### config.mk
export PLATFORM = sky130hd
export DESIGN_NAME = fser_host
export DESIGN_NICKNAME = d
export VERILOG_FILES = /design/src/fser_cycle.v /design/src/fser_host.v
export VERILOG_INCLUDE_DIRS = /design/src
export SDC_FILE = /design/constraint.sdc
export NUM_CORES = 1
export LEC_CHECK = 0
export BUFFER_PORTS_ARGS = -buffer_cell sky130_fd_sc_hd__buf_2
export CORE_ASPECT_RATIO = 0.6
export CORE_UTILIZATION = 45
export CTS_CLUSTER_DIAMETER = 100
export DETAILED_ROUTE_END_ITERATION = 8
export PLACE_DENSITY_LB_ADDON = 0.12
export SYNTH_ARGS = -nofsm -noshare
export SYNTH_HDL_FRONTEND = slang
export SYNTH_SLANG_ARGS = --single-unit
### constraint.sdc
create_clock -name pclk -period 5 [get_ports pclk]
set_clock_uncertainty 0.15 [all_clocks]
set_input_delay 0.25 -clock pclk [delete_from_list [all_inputs] [get_ports pclk]]
set_output_delay 0.25 -clock pclk [all_outputs]
set_load 0.01 [all_outputs]
### src/fser_consts.vh
// constants for the flash status/error host controller
`ifndef FSER_CONSTS_VH
`define FSER_CONSTS_VH
// widths
`define FSER_AW          26
`define FSER_DW          16
// own register offsets (byte addresses)
`define FSER_CTRL_OFF    8'h00
`define FSER_ADDR_OFF    8'h04
`define FSER_WDATA_OFF   8'h08
`define FSER_RDATA_OFF   8'h0C
`define FSER_STAT_OFF    8'h10
`define FSER_SREG_OFF    8'h14
`define FSER_SUSP_OFF    8'h18
// control fields
`define FSER_CTRL_GO     0
`define FSER_CTRL_OP_LO  1
`define FSER_CTRL_OP_HI  3
`define FSER_CTRL_AUTO   4
`define FSER_CTRL_RST    5'h00
// operations
`define FSER_OP_READ     3'h1
`define FSER_OP_CMD      3'h2
`define FSER_OP_POLL     3'h3
`define FSER_OP_SRREAD   3'h4
// polling bit positions on the data bus
`define FSER_DATA_POLL   7
`define FSER_TOGGLE_ONE  6
`define FSER_TIMEOUT     5
`define FSER_ERASE_START 3
`define FSER_SECT_TOGGLE 2
`define FSER_BUF_ABORT   1
// status register bits
`define FSER_SR_VALID    7
`define FSER_SR_ERASE    5
`define FSER_SR_PROG     4
`define FSER_SR_ABORT    3
`define FSER_SR_PROT     1
// reserved bits masked before use
`define FSER_POLL_MASK   16'hFFEE
`define FSER_SR_MASK     8'hFE
// command codes (values arbitrary, replace for the real part)
`define FSER_CMD_RESET   16'h00A1
`define FSER_CMD_SRCLR   16'h00A2
`define FSER_CMD_SRREAD  16'h00A3
`define FSER_CMD_ABRST   16'h00A4
// error classes held by the host
`define FSER_ERR_NONE    2'h0
`define FSER_ERR_EMB     2'h1
`define FSER_ERR_ABORT   2'h2
`define FSER_ERR_PROT    2'h3
// bus cycle timing in clock cycles
`define FSER_STROBE_CYC  4'h4
// post-reset busy window: 2 us at 8 ns
`define FSER_RST_BUSY_NS 2000
`define FSER_CLK_NS      8
`define FSER_RST_BUSY_CYC ((`FSER_RST_BUSY_NS + `FSER_CLK_NS - 1) / `FSER_CLK_NS)
// program-suspended line granule, low address bits ignored
`define FSER_LINE_BITS   8
`endif

### src/fser_cycle.v
// one asynchronous read or write bus cycle on the flash pins
`include "fser_consts.vh"
module fser_cycle (
  // clock and reset
  input  wire                 pclk,
  input  wire                 presetn,
  // request
  input  wire                 start,
  input  wire                 wr,
  input  wire [`FSER_AW-1:0]  addr,
  input  wire [`FSER_DW-1:0]  wdata,
  output reg                  done_r,
  output reg  [`FSER_DW-1:0]  rdata_r,
  // flash pins
  output reg                  chip_enable_n_r,
  output reg                  output_enable_n_r,
  output reg                  write_enable_n_r,
  output reg  [`FSER_AW-1:0]  flash_addr_r,
  output reg  [`FSER_DW-1:0]  dq_out_r,
  output reg                  dq_oe_r,
  input  wire [`FSER_DW-1:0]  dq_in
);
  localparam P_IDLE   = 3'b001;
  localparam P_SETUP  = 3'b010;
  localparam P_STROBE = 3'b100;

  reg [2:0] phase_r;
  reg [3:0] cnt_r;
  reg       wr_r;

  always @(posedge pclk or negedge presetn) begin
    if (!presetn) begin
      phase_r           <= P_IDLE;
      cnt_r             <= 4'h0;
      wr_r              <= 1'b0;
      done_r            <= 1'b0;
      rdata_r           <= 16'h0000;
      chip_enable_n_r   <= 1'b1;
      output_enable_n_r <= 1'b1;
      write_enable_n_r  <= 1'b1;
      flash_addr_r      <= 26'h0000000;
      dq_out_r          <= 16'h0000;
      dq_oe_r           <= 1'b0;
    end else begin
      done_r <= 1'b0;
      case (phase_r)
        P_IDLE: begin
          if (start) begin
            phase_r         <= P_SETUP;
            wr_r            <= wr;
            flash_addr_r    <= addr;
            dq_out_r        <= wdata;
            dq_oe_r         <= wr;
            chip_enable_n_r <= 1'b0;
          end
        end
        P_SETUP: begin
          phase_r           <= P_STROBE;
          cnt_r             <= `FSER_STROBE_CYC;
          output_enable_n_r <= wr_r;
          write_enable_n_r  <= ~wr_r;
        end
        P_STROBE: begin
          if (cnt_r == 4'h1) begin
            // each read ends with oe and ce released, so the next read is a new toggle cycle
            if (!wr_r)
              rdata_r <= dq_in;
            phase_r           <= P_IDLE;
            done_r            <= 1'b1;
            chip_enable_n_r   <= 1'b1;
            output_enable_n_r <= 1'b1;
            write_enable_n_r  <= 1'b1;
            dq_oe_r           <= 1'b0;
          end
          cnt_r <= cnt_r - 4'h1;
        end
        default: phase_r <= P_IDLE;
      endcase
    end
  end
endmodule // fser_cycle

### src/fser_host.v
// host controller: status polling and error handling for a parallel nor flash
//
// Our own choices: the address map and the APB interface to the registers.
`include "fser_consts.vh"
module fser_host (
  // clock and reset
  input  wire                 pclk,
  input  wire                 presetn,
  // apb slave
  input  wire                 psel,
  input  wire                 penable,
  input  wire                 pwrite,
  input  wire [7:0]           paddr,
  input  wire [31:0]          pwdata,
  output reg  [31:0]          prdata,
  output wire                 pready,
  output wire                 pslverr,
  // flash pins
  output wire                 chip_enable_n,
  output wire                 output_enable_n,
  output wire                 write_enable_n,
  output wire [`FSER_AW-1:0]  flash_addr,
  output wire [`FSER_DW-1:0]  dq_out,
  output wire                 dq_oe,
  input  wire [`FSER_DW-1:0]  dq_in,
  input  wire                 ready_busy_n
);
  localparam S_IDLE = 6'b000001;
  localparam S_RDA  = 6'b000010;
  localparam S_RDB  = 6'b000100;
  localparam S_WR   = 6'b001000;
  localparam S_HOLD = 6'b010000;
  localparam S_SRRD = 6'b100000;

  reg [5:0]          state_r;
  reg [4:0]          ctrl_r;
  reg [`FSER_AW-1:0] addr_r;
  reg [15:0]         wdata_r;
  reg [15:0]         rdata_r;
  reg [7:0]          sreg_r;
  reg [`FSER_AW:0]   susp_r;
  reg                busy_r;
  reg                done_r;
  reg                toggling_r;
  reg                timeout_r;
  reg                abort_r;
  reg                refused_r;
  reg                sr_valid_r;
  reg [1:0]          err_r;
  reg                recheck_r;
  reg [15:0]         first_r;
  reg [8:0]          hold_r;
  reg                cyc_start_r;
  reg                cyc_wr_r;
  reg [15:0]         cyc_data_r;
  wire               cyc_done;
  wire [15:0]        cyc_rdata;

  wire [2:0] op_w  = ctrl_r[`FSER_CTRL_OP_HI:`FSER_CTRL_OP_LO];
  wire       apb_w = psel & penable & pwrite;
  wire       mapped = (paddr <= `FSER_SUSP_OFF) && (paddr[1:0] == 2'b00);
  wire       go_w  = apb_w && (paddr == `FSER_CTRL_OFF) && pwdata[`FSER_CTRL_GO] && !busy_r;
  wire [2:0] go_op = pwdata[`FSER_CTRL_OP_HI:`FSER_CTRL_OP_LO];
  // reserved polling bits never take part in decisions
  wire [15:0] poll_w = cyc_rdata & `FSER_POLL_MASK;
  wire [15:0] first_m = first_r & `FSER_POLL_MASK;
  wire        susp_hit = susp_r[0] &&
    (addr_r[`FSER_AW-1:`FSER_LINE_BITS] == susp_r[`FSER_AW:`FSER_LINE_BITS+1]);
  // commands allowed under each held error class
  reg cmd_ok;
  always @* begin
    case (err_r)
      `FSER_ERR_EMB:   cmd_ok = (wdata_r == `FSER_CMD_SRREAD) || (wdata_r == `FSER_CMD_RESET) ||
                                (wdata_r == `FSER_CMD_SRCLR);
      `FSER_ERR_ABORT: cmd_ok = (wdata_r == `FSER_CMD_SRREAD) || (wdata_r == `FSER_CMD_ABRST) ||
                                (wdata_r == `FSER_CMD_SRCLR);
      `FSER_ERR_PROT:  cmd_ok = (wdata_r == `FSER_CMD_SRREAD) || ready_busy_n;
      default:         cmd_ok = 1'b1;
    endcase
  end

  assign pready  = 1'b1;
  assign pslverr = psel & penable & ~mapped;

  always @* begin
    case (paddr)
      `FSER_CTRL_OFF:  prdata = {27'h0000000, ctrl_r[4:1], 1'b0};
      `FSER_ADDR_OFF:  prdata = {6'h00, addr_r};
      `FSER_WDATA_OFF: prdata = {16'h0000, wdata_r};
      `FSER_RDATA_OFF: prdata = {16'h0000, rdata_r};
      `FSER_STAT_OFF:  prdata = {22'h000000, err_r, sr_valid_r, ready_busy_n, refused_r,
                                 abort_r, timeout_r, toggling_r, done_r, busy_r};
      `FSER_SREG_OFF:  prdata = {24'h000000, sreg_r};
      `FSER_SUSP_OFF:  prdata = {5'h00, susp_r};
      default:         prdata = 32'h00000000;
    endcase
  end

  always @(posedge pclk or negedge presetn) begin
    if (!presetn) begin
      state_r     <= S_IDLE;
      ctrl_r      <= `FSER_CTRL_RST;
      addr_r      <= 26'h0000000;
      wdata_r     <= 16'h0000;
      rdata_r     <= 16'h0000;
      sreg_r      <= 8'h00;
      susp_r      <= 27'h0000000;
      busy_r      <= 1'b0;
      done_r      <= 1'b0;
      toggling_r  <= 1'b0;
      timeout_r   <= 1'b0;
      abort_r     <= 1'b0;
      refused_r   <= 1'b0;
      sr_valid_r  <= 1'b0;
      err_r       <= `FSER_ERR_NONE;
      recheck_r   <= 1'b0;
      first_r     <= 16'h0000;
      hold_r      <= 9'h000;
      cyc_start_r <= 1'b0;
      cyc_wr_r    <= 1'b0;
      cyc_data_r  <= 16'h0000;
    end else begin
      cyc_start_r <= 1'b0;
      if (apb_w && !busy_r) begin
        if (paddr == `FSER_CTRL_OFF)
          ctrl_r <= {pwdata[4:1], 1'b0};
        if (paddr == `FSER_ADDR_OFF)
          addr_r <= pwdata[`FSER_AW-1:0];
        if (paddr == `FSER_WDATA_OFF)
          wdata_r <= pwdata[15:0];
        if (paddr == `FSER_SUSP_OFF)
          susp_r <= pwdata[`FSER_AW:0];
      end
      case (state_r)
        S_IDLE: begin
          if (go_w) begin
            done_r    <= 1'b0;
            refused_r <= 1'b0;
            recheck_r <= 1'b0;
            busy_r    <= 1'b1;
            if (go_op == `FSER_OP_READ && susp_hit) begin
              refused_r <= 1'b1;
              done_r    <= 1'b1;
              busy_r    <= 1'b0;
            end else if (go_op == `FSER_OP_READ || go_op == `FSER_OP_POLL) begin
              // polling uses the address software supplied, sector or last word
              cyc_start_r <= 1'b1;
              cyc_wr_r    <= 1'b0;
              state_r     <= S_RDA;
            end else if (go_op == `FSER_OP_CMD && !cmd_ok) begin
              refused_r <= 1'b1;
              done_r    <= 1'b1;
              busy_r    <= 1'b0;
            end else if (go_op == `FSER_OP_CMD || go_op == `FSER_OP_SRREAD) begin
              cyc_start_r <= 1'b1;
              cyc_wr_r    <= 1'b1;
              cyc_data_r  <= (go_op == `FSER_OP_SRREAD) ? `FSER_CMD_SRREAD : wdata_r;
              state_r     <= S_WR;
            end else begin
              done_r <= 1'b1;
              busy_r <= 1'b0;
            end
          end
        end
        S_RDA: begin
          if (cyc_done) begin
            first_r <= cyc_rdata;
            rdata_r <= cyc_rdata;
            if (op_w == `FSER_OP_READ) begin
              done_r  <= 1'b1;
              busy_r  <= 1'b0;
              state_r <= S_IDLE;
            end else begin
              // second read of the pair; its strobe is a new read cycle
              cyc_start_r <= 1'b1;
              state_r     <= S_RDB;
            end
          end
        end
        S_RDB: begin
          if (cyc_done) begin
            rdata_r <= cyc_rdata;
            if (poll_w[`FSER_TOGGLE_ONE] == first_m[`FSER_TOGGLE_ONE]) begin
              toggling_r <= 1'b0;
              timeout_r  <= 1'b0;
              abort_r    <= 1'b0;
              done_r     <= 1'b1;
              busy_r     <= 1'b0;
              state_r    <= S_IDLE;
            end else if (poll_w[`FSER_TIMEOUT] && !recheck_r) begin
              // toggle may stop just as the timeout bit rises: look once more
              recheck_r   <= 1'b1;
              cyc_start_r <= 1'b1;
              state_r     <= S_RDA;
            end else if (poll_w[`FSER_TIMEOUT] || poll_w[`FSER_BUF_ABORT]) begin
              toggling_r  <= 1'b1;
              timeout_r   <= poll_w[`FSER_TIMEOUT];
              abort_r     <= poll_w[`FSER_BUF_ABORT] & ~poll_w[`FSER_TIMEOUT];
              err_r       <= poll_w[`FSER_TIMEOUT] ? `FSER_ERR_EMB : `FSER_ERR_ABORT;
              if (ctrl_r[`FSER_CTRL_AUTO]) begin
                cyc_start_r <= 1'b1;
                cyc_wr_r    <= 1'b1;
                cyc_data_r  <= poll_w[`FSER_TIMEOUT] ? `FSER_CMD_RESET : `FSER_CMD_ABRST;
                state_r     <= S_WR;
              end else begin
                done_r  <= 1'b1;
                busy_r  <= 1'b0;
                state_r <= S_IDLE;
              end
            end else begin
              // still running; keep comparing pairs until the toggle-one bit settles or the timeout or abort bit shows
              toggling_r  <= 1'b1;
              cyc_start_r <= 1'b1;
              state_r     <= S_RDA;
            end
          end
        end
        S_WR: begin
          if (cyc_done) begin
            if (cyc_data_r == `FSER_CMD_SRREAD) begin
              cyc_start_r <= 1'b1;
              cyc_wr_r    <= 1'b0;
              state_r     <= S_SRRD;
            end else if (cyc_data_r == `FSER_CMD_RESET || cyc_data_r == `FSER_CMD_SRCLR ||
                         cyc_data_r == `FSER_CMD_ABRST) begin
              err_r     <= `FSER_ERR_NONE;
              timeout_r <= 1'b0;
              abort_r   <= 1'b0;
              hold_r    <= 9'd0;
              state_r   <= S_HOLD;
            end else begin
              done_r  <= 1'b1;
              busy_r  <= 1'b0;
              state_r <= S_IDLE;
            end
          end
        end
        S_HOLD: begin
          // device may still show busy this long after a reset
          hold_r <= hold_r + 9'd1;
          if (hold_r == `FSER_RST_BUSY_CYC - 1) begin
            done_r  <= 1'b1;
            busy_r  <= 1'b0;
            state_r <= S_IDLE;
          end
        end
        S_SRRD: begin
          if (cyc_done) begin
            sreg_r     <= cyc_rdata[7:0] & `FSER_SR_MASK;
            sr_valid_r <= cyc_rdata[`FSER_SR_VALID];
            done_r     <= 1'b1;
            busy_r     <= 1'b0;
            state_r    <= S_IDLE;
            if (!cyc_rdata[`FSER_SR_VALID] && !ready_busy_n)
              err_r <= `FSER_ERR_PROT;
            else if (cyc_rdata[`FSER_SR_VALID] && cyc_rdata[`FSER_SR_ABORT])
              err_r <= `FSER_ERR_ABORT;
            else if (cyc_rdata[`FSER_SR_VALID] && cyc_rdata[`FSER_SR_PROT])
              err_r <= `FSER_ERR_NONE;
            else if (cyc_rdata[`FSER_SR_VALID] && !ready_busy_n &&
                     (cyc_rdata[`FSER_SR_ERASE] || cyc_rdata[`FSER_SR_PROG]))
              err_r <= `FSER_ERR_EMB;
            else if (err_r == `FSER_ERR_PROT)
              err_r <= `FSER_ERR_NONE;
          end
        end
        default: state_r <= S_IDLE;
      endcase
    end
  end

  fser_cycle u_cycle (
    .pclk              (pclk),
    .presetn           (presetn),
    .start             (cyc_start_r),
    .wr                (cyc_wr_r),
    .addr              (addr_r),
    .wdata             (cyc_data_r),
    .done_r            (cyc_done),
    .rdata_r           (cyc_rdata),
    .chip_enable_n_r   (chip_enable_n),
    .output_enable_n_r (output_enable_n),
    .write_enable_n_r  (write_enable_n),
    .flash_addr_r      (flash_addr),
    .dq_out_r          (dq_out),
    .dq_oe_r           (dq_oe),
    .dq_in             (dq_in)
  );
endmodule // fser_host

==> results.toml, run 1 <==
[layout]
fin_cells = 1281
post_route_cells_drive_above_1_share_pct = 36.0
fillers = 1871
nets = 1055
multi_input_area_sq_mm = 0.00437
area_growth_pct = 20.7
regArea_sq_mm = 0.00526

[worst_setup_path]
r2r_start = "err_r[1]"
cp-start-kind = "register"
ff2ff_path_depth = 9
cp.required_ns = 5.28
critical_path_class = "reg2reg"
crit_path_top_delay_cell = "a221oi_4"
endpoint_kind = "register"
path_max_fanout = 15
worstPathArrival_ns = 3.82
crit_chain = "inv_1 -> ha_1 -> nor4bb_1 -> a211oi_1 -> o311ai_1 -> nand3_2 -> a221oi_4 -> buf_4 -> mux2i_1"
startpoint = "err_r[1]"
worst_path_largest_cell_delay_ns = 0.83

[timing]
finalHoldViolations = 0
finalSetupTns_ns = 0
slew_headroom_pct = 23.6
period_share_pct = 70.8
setup-violations-final = 0
grt_setup_unrepaired = "false"
fmax_mhz = 283
period_needed_ns = 3.54
final-max-slew-violation-count = 0
tightest_slew_ns = 1.15

[placed_design]
dp_cells = 1201
portBuffers = 130
gp_congestion = 0.833
hpwl_mm = 18.1

[detailed_routing]
postRouteWirelength_mm = 26.5
drt_iter0_drc = 713
wl_per_cell_um = 20.7
vias = 7274
postRouteAntennaNets = 0
drtPass1Iterations = 7
drc = 0
via_per_inst = 5.68

[power]
power.static_leakage_uw = 0.00604
irDropWorstVdd_mv = 0.196
p_per_area_mw_per_mm2 = 338
p_total_uw = 4050

[cts]
tritoncts = "yes"
clock-sinks = 210
cts_setup_buffers = 0
clockBufferDepth = 3
htree_levels = 1
cts_made_buffers = 21
clock_latency_ns = 0.51
clk_pin_slew_worst_paths_ns = 0.06
root_buffer = "clkbuf_16"

[yosys]
netlist_instances = 825
ys_seq_elements = 210
postSynthAreaPerCell_sq_um = 12.0
synth_top_area_share_pct = 51.7
async_reset_ff_share_pct = 100
synth.largest_area_cell = "dfrtp_1"
synth_flop_cell = "dfrtp_1"
yosysWarningCount = 0
yosysUniqueCellTypes = 67
yosysSeqAreaShare_pct = 53.0
synth_area_sq_mm = 0.00992
synth_edf_count = 0
synth_area_leaders = "dfrtp_1 52%, mux2_2 19%, xor2_1 2.0%, nand2_1 2.0%, o21ai_0 2.0%"

[min_path]
min_from = "pwdata[2]"
hold_class = "in2reg"
hold_path_depth = 2

[die]
initial_utilization_pct = 46.6
io_pins = 142
die_w_um = 194
rows = 41
die-area_sq_mm = 0.0227
die_h_um = 117
core_sq_mm = 0.0213

[global_routing]
grt_pass1_vias = 6987
overflow = 0
grt_pass1_wl_mm = 41.8
track_usage_pct = 23.9
grt_max_degree = 116
antenna_found_initial = 0

[status]
status = "complete, no violations"

[run]
max-cap-violations = 0
## worst max-delay path: cells and delay by family, from the launching register on
family,cells,cell delay (ns)
AOI/OAI and AO/OA,3,1.59
and+or+nand+nor,2,0.46
DFF,1,0.40
buffers and inverters,2,0.36
adders and majority gates,1,0.30
muxes,1,0.20
## registers in the layout, summed over array words and instances (netlist names), 2 cells and up
signal,count
susp_r,27
addr_r,26
u_cycle.flash_addr_r,26
cyc_data_r,16
rdata_r,16
u_cycle.dq_out_r,16
u_cycle.rdata_r,16
wdata_r,16
hold_r,9
sreg_r,7
state_r,6
ctrl_r,4
u_cycle.cnt_r,4
u_cycle.phase_r,3
err_r,2
## cells in the final DEF (no fill, tap or decap), types with 4 or more instances in the layout
cell           synthesis  routed
nor3_1                22      20
clkbuf_16              0      21
a221o_1                4       4
a21oi_1               12      12
o31ai_1                4       4
nand4_1                6       6
a31oi_1                7       7
o211ai_1               5       5
conb_1                 2       6
nand2b_1               6       6
buf_4                  7      11
a22o_1                12      12
xnor2_1                4       4
o21ai_0               39      39
dfstp_2                5       5
nand3_1               12      12
a222oi_1               8       8
or3_1                  5       5
clkbuf_8               0       6
dlygate4sd3_1          0      41
nor2_1                33      33
nor4_1                 7       7
dfrtp_1              205     205
clkbuf_1              33       6
buf_2                  7     129
mux2i_1               18      18
nand2_1               53      53
xor2_1                23      23
and3_1                 5       5
inv_1                 25      25
a22oi_1               23      23
nor3_2                 2       4
ha_1                   7       7
mux2_2               167     167
## path summary, 6_finish.rpt
path                       slack (ns)                       end
max                              1.46             cyc_data_r[3]
min                              0.05                wdata_r[2]
max reg2reg                      1.46             cyc_data_r[3]
min reg2reg                      0.32  u_cycle.write_enable_n_r
max in group asynchronous        3.34          u_cycle.cnt_r[1]
min in group asynchronous        0.23      u_cycle.dq_out_r[12]
## cell type report
class | count | area share (%)
sequential | 210 | 43.9
multi-input combinational | 545 | 36.5
timing repair buffer | 183 | 9.79
clock buffer | 32 | 5.15
tap | 279 | 2.91
clock inverter | 6 | 0.909
inverter | 25 | 0.783
antenna | 1 | 0.0209
## synth_stat cells (all sizes together), types with 8 or more instances
library cell  instances
a21oi                12
o21ai                40
dfrtp               205
a222oi                8
nor4                  8
a22oi                23
mux2i                18
nor3                 24
inv                  25
nand3                13
buf                  16
clkbuf               33
nand2                53
mux2                168
xor2                 23
a22o                 12
nor2                 33
## power breakdown
group          internal (uW)  switching [uW]
Clock                   1010             677
Sequential              1780            96.0
Combinational            214             273
## kinds of logic (layout without fill, tap and decap cells)
kind of cell	after synthesis	after routing	synth area share (%)
buffers and inverters	74	246	3.23
AO/OA/AOI/OAI	139	139	9.88
adder cells (fa/ha/maj)	7	7	0.883
multiplexers	186	186	20.9
XOR/XNOR	27	27	2.38
flip-flops	210	210	53.0
other	2	7	0.0757
AND/OR/NAND/NOR	180	180	9.62
## metrics by stage
| stage | setup slack [ns] | util, % | hold slack, ns | cell area [sq um] |
|---|---|---|---|---|
| 2_1_floorplan | 2.28 | - | -0.196 | 9930 |
| 3_3_place_gp | 1.55 | 50.9 | 0.243 | 10800 |
| 3_5_place_dp | 1.49 | 50.9 | 0.246 | 10800 |
| 4_1_cts | 1.47 | 56.3 | 0.0262 | 12000 |
| 5_1_grt | 1.25 | 56.3 | 0.0337 | 12000 |
| 6_report | 1.46 | 56.3 | 0.0490 | 12000 |
## what timing repair did
action | in CTS | in global routing
endpoints found under the hold margin | 169 | 0
hold buffers | 41 | 0
gates resized for setup | 0 | 0
## per-layer routing
layer | GRT usage, % | vias to the layer above | part of all wire [%]
li1 | - | 3330 | -
met1 | 38.4 | 3699 | 52
met2 | 33.8 | 214 | 41
met3 | 3.84 | 31 | 6.2
met4 | 4.00 | 0 | 1.3
met5 | 0 | - | 0
Power figures use the tool's default switching activity.
==> run 2: changes to the inputs <==
==> constraint.sdc (replaced) <==
create_clock -name pclk -period 3.21 [get_ports pclk]
set_clock_uncertainty 0.15 [all_clocks]
set_input_delay 0.1605 -clock pclk [delete_from_list [all_inputs] [get_ports pclk]]
set_output_delay 0.1605 -clock pclk [all_outputs]
set_load 0.01 [all_outputs]
==> results.toml, run 2 (synthesized netlist as in run 1, its figures left out) <==
[layout]
final_common_cell = "dfrtp_1"
reg_top3 = "susp_r: 27 flops, addr_r: 26 flops, u_cycle.flash_addr_r: 26 flops"
nets = 1077
fillers = 1814
largest-register = "susp_r"
post_route_cells_drive_above_1_share_pct = 36.8
area_growth_pct = 21.9
n_antenna_cell = 0
final_cell_area_sq_mm = 0.0121
most-common-layout-cells = "205 x dfrtp_1, 167 x mux2_2, 129 x buf_2"
fin_util_pct = 56.8
fin_cells = 1298
largest_reg_flops = 27

[cts]
cts_setup_buffers = 0
clk_pin_slew_worst_paths_ns = 0.06
clock_latency_ns = 0.50
root_buffer = "clkbuf_16"
cts_resized = 0
cts_made_buffers = 21
cts_hold_buffers = 44
tritoncts = "yes"
htree_levels = 1
clockBufferDepth = 3
clock-sinks = 210

[placed_design]
gp_congestion = 0.864
portBuffers = 130
dp_cells = 1220
hpwl_mm = 18.6
dp_slack_ns = 0.412
dpl_cell_area_sq_mm = 0.0110

[detailed_routing]
postRouteAntennaNets = 0
wl_per_cell_um = 20.6
postRouteWirelength_mm = 26.7
drc = 0
drt_iter0_drc = 585
vias = 7281
via_per_inst = 5.61
drtPass1Iterations = 6

[timing]
period_needed_ns = 2.82
final-max-slew-violation-count = 0
grt_setup_unrepaired = "false"
setup-violations-final = 0
fmax_mhz = 355
finalSetupTns_ns = 0
period_share_pct = 87.7
setup_ws_ns = 0.393
finalHoldViolations = 0
tightest_slew_ns = 0.802
slew_headroom_pct = 46.0

[min_path]
hold_class = "in2reg"
hold_path_depth = 4

[global_routing]
grt_pass1_vias = 7007
track_usage_pct = 24.1
grt.met1_usage_pct = 38.5
overflow = 0
gr-usage-met2_pct = 34.1
grt_max_degree = 87
antenna_found_initial = 0
busiest_layer = "met1"
grt_pass1_wl_mm = 41.9
use_met3_pct = 4.10

[worst_setup_path]
cp.required_ns = 3.44
cp-start-kind = "register"
crit_chain = "inv_1 -> ha_1 -> nor4bb_1 -> a211oi_1 -> o311ai_1 -> buf_4 -> nand3_2 -> a221oi_4 -> buf_12 -> mux2_2"
worstPathArrival_ns = 3.05
endpoint_kind = "register"
path_max_fanout = 18
crit_path_top_delay_cell = "dfrtp_1"
critical_path_class = "reg2reg"
worst_path_largest_cell_delay_ns = 0.40
ff2ff_path_depth = 10

[die]
core_sq_mm = 0.0213
die_h_um = 117
initial_utilization_pct = 46.6
die-area_sq_mm = 0.0227
io_pins = 142
die_w_um = 194
rows = 41

[power]
irDropWorstVdd_mv = 0.413
p_per_area_mw_per_mm2 = 507
p_sw_share_pct = 26.0
seqPwrFrac_pct = 47.7
intPower_uw = 4530
power.static_leakage_uw = 0.00611
clockPowerShare_pct = 39.7
comb_power_share_pct = 12.6
p_switching_uw = 1590

[run]
max-cap-violations = 0

[status]
status = "complete, no violations"
run 2: cell count changes in the layout (fill, tap and decap cells not counted), sizes merged:
cell,previous run,this run
clkbuf,33,30
buf,141,160
diode,1,0
dlygate4sd3,41,44
bufinv,3,2
run 2: final cells by class:
type | instances | area [sq um] | share of cell area, %
Clock inverter | 5 | 78.8 | 0.652
Sequential cell | 210 | 5260 | 43.5
Multi-Input combinational cell | 545 | 4370 | 36.2
Timing Repair Buffer | 205 | 1360 | 11.2
Tap cell | 279 | 349 | 2.89
Clock buffer | 29 | 576 | 4.76
Inverter | 25 | 93.8 | 0.776
run 2: critical path, delay by kind of cell, from the launching register on:
kind	cells	cell delay [ns]
flip-flops	1	0.40
adder cells (fa/ha/maj)	1	0.31
buffers and inverters	3	0.47
AO/OA/AOI/OAI	3	0.64
AND/OR/NAND/NOR	2	0.35
multiplexers	1	0.34
run 2: routing by layer:
layer	wire (um)	up-vias
li1	-	3383
met1	13800	3654
met2	11000	222
met3	1710	22
met4	282	0
met5	0	-
run 2: final timing paths:
path	to	slack, ns	startpoint
max reg2reg	cyc_data_r[7]	0.39	err_r[1]
min in group asynchronous	u_cycle.dq_out_r[11]	0.10	presetn
max in group asynchronous	susp_r[24]	1.92	presetn
max	cyc_data_r[7]	0.39	err_r[1]
min reg2reg	u_cycle.write_enable_n_r	0.33	u_cycle.wr_r
min	err_r[1]	0.04	ready_busy_n
run 2: metrics by stage:
step,total power (uW),hold WS [ns]
3_3_place_gp,3690,0.116
2_1_floorplan,3420,-0.285
5_1_grt,6390,0.0864
6_report,6130,0.0357
4_1_cts,6180,0.0200
3_5_place_dp,3700,0.114
run 2: power groups by stage:
stage	Combinational (uW)	Sequential [uW]	Clock [uW]
floorplan	531	2890	0
global placement	719	2970	0
detailed placement	729	2970	0
CTS	776	2920	2480
global route	858	2940	2590
finish	774	2920	2430
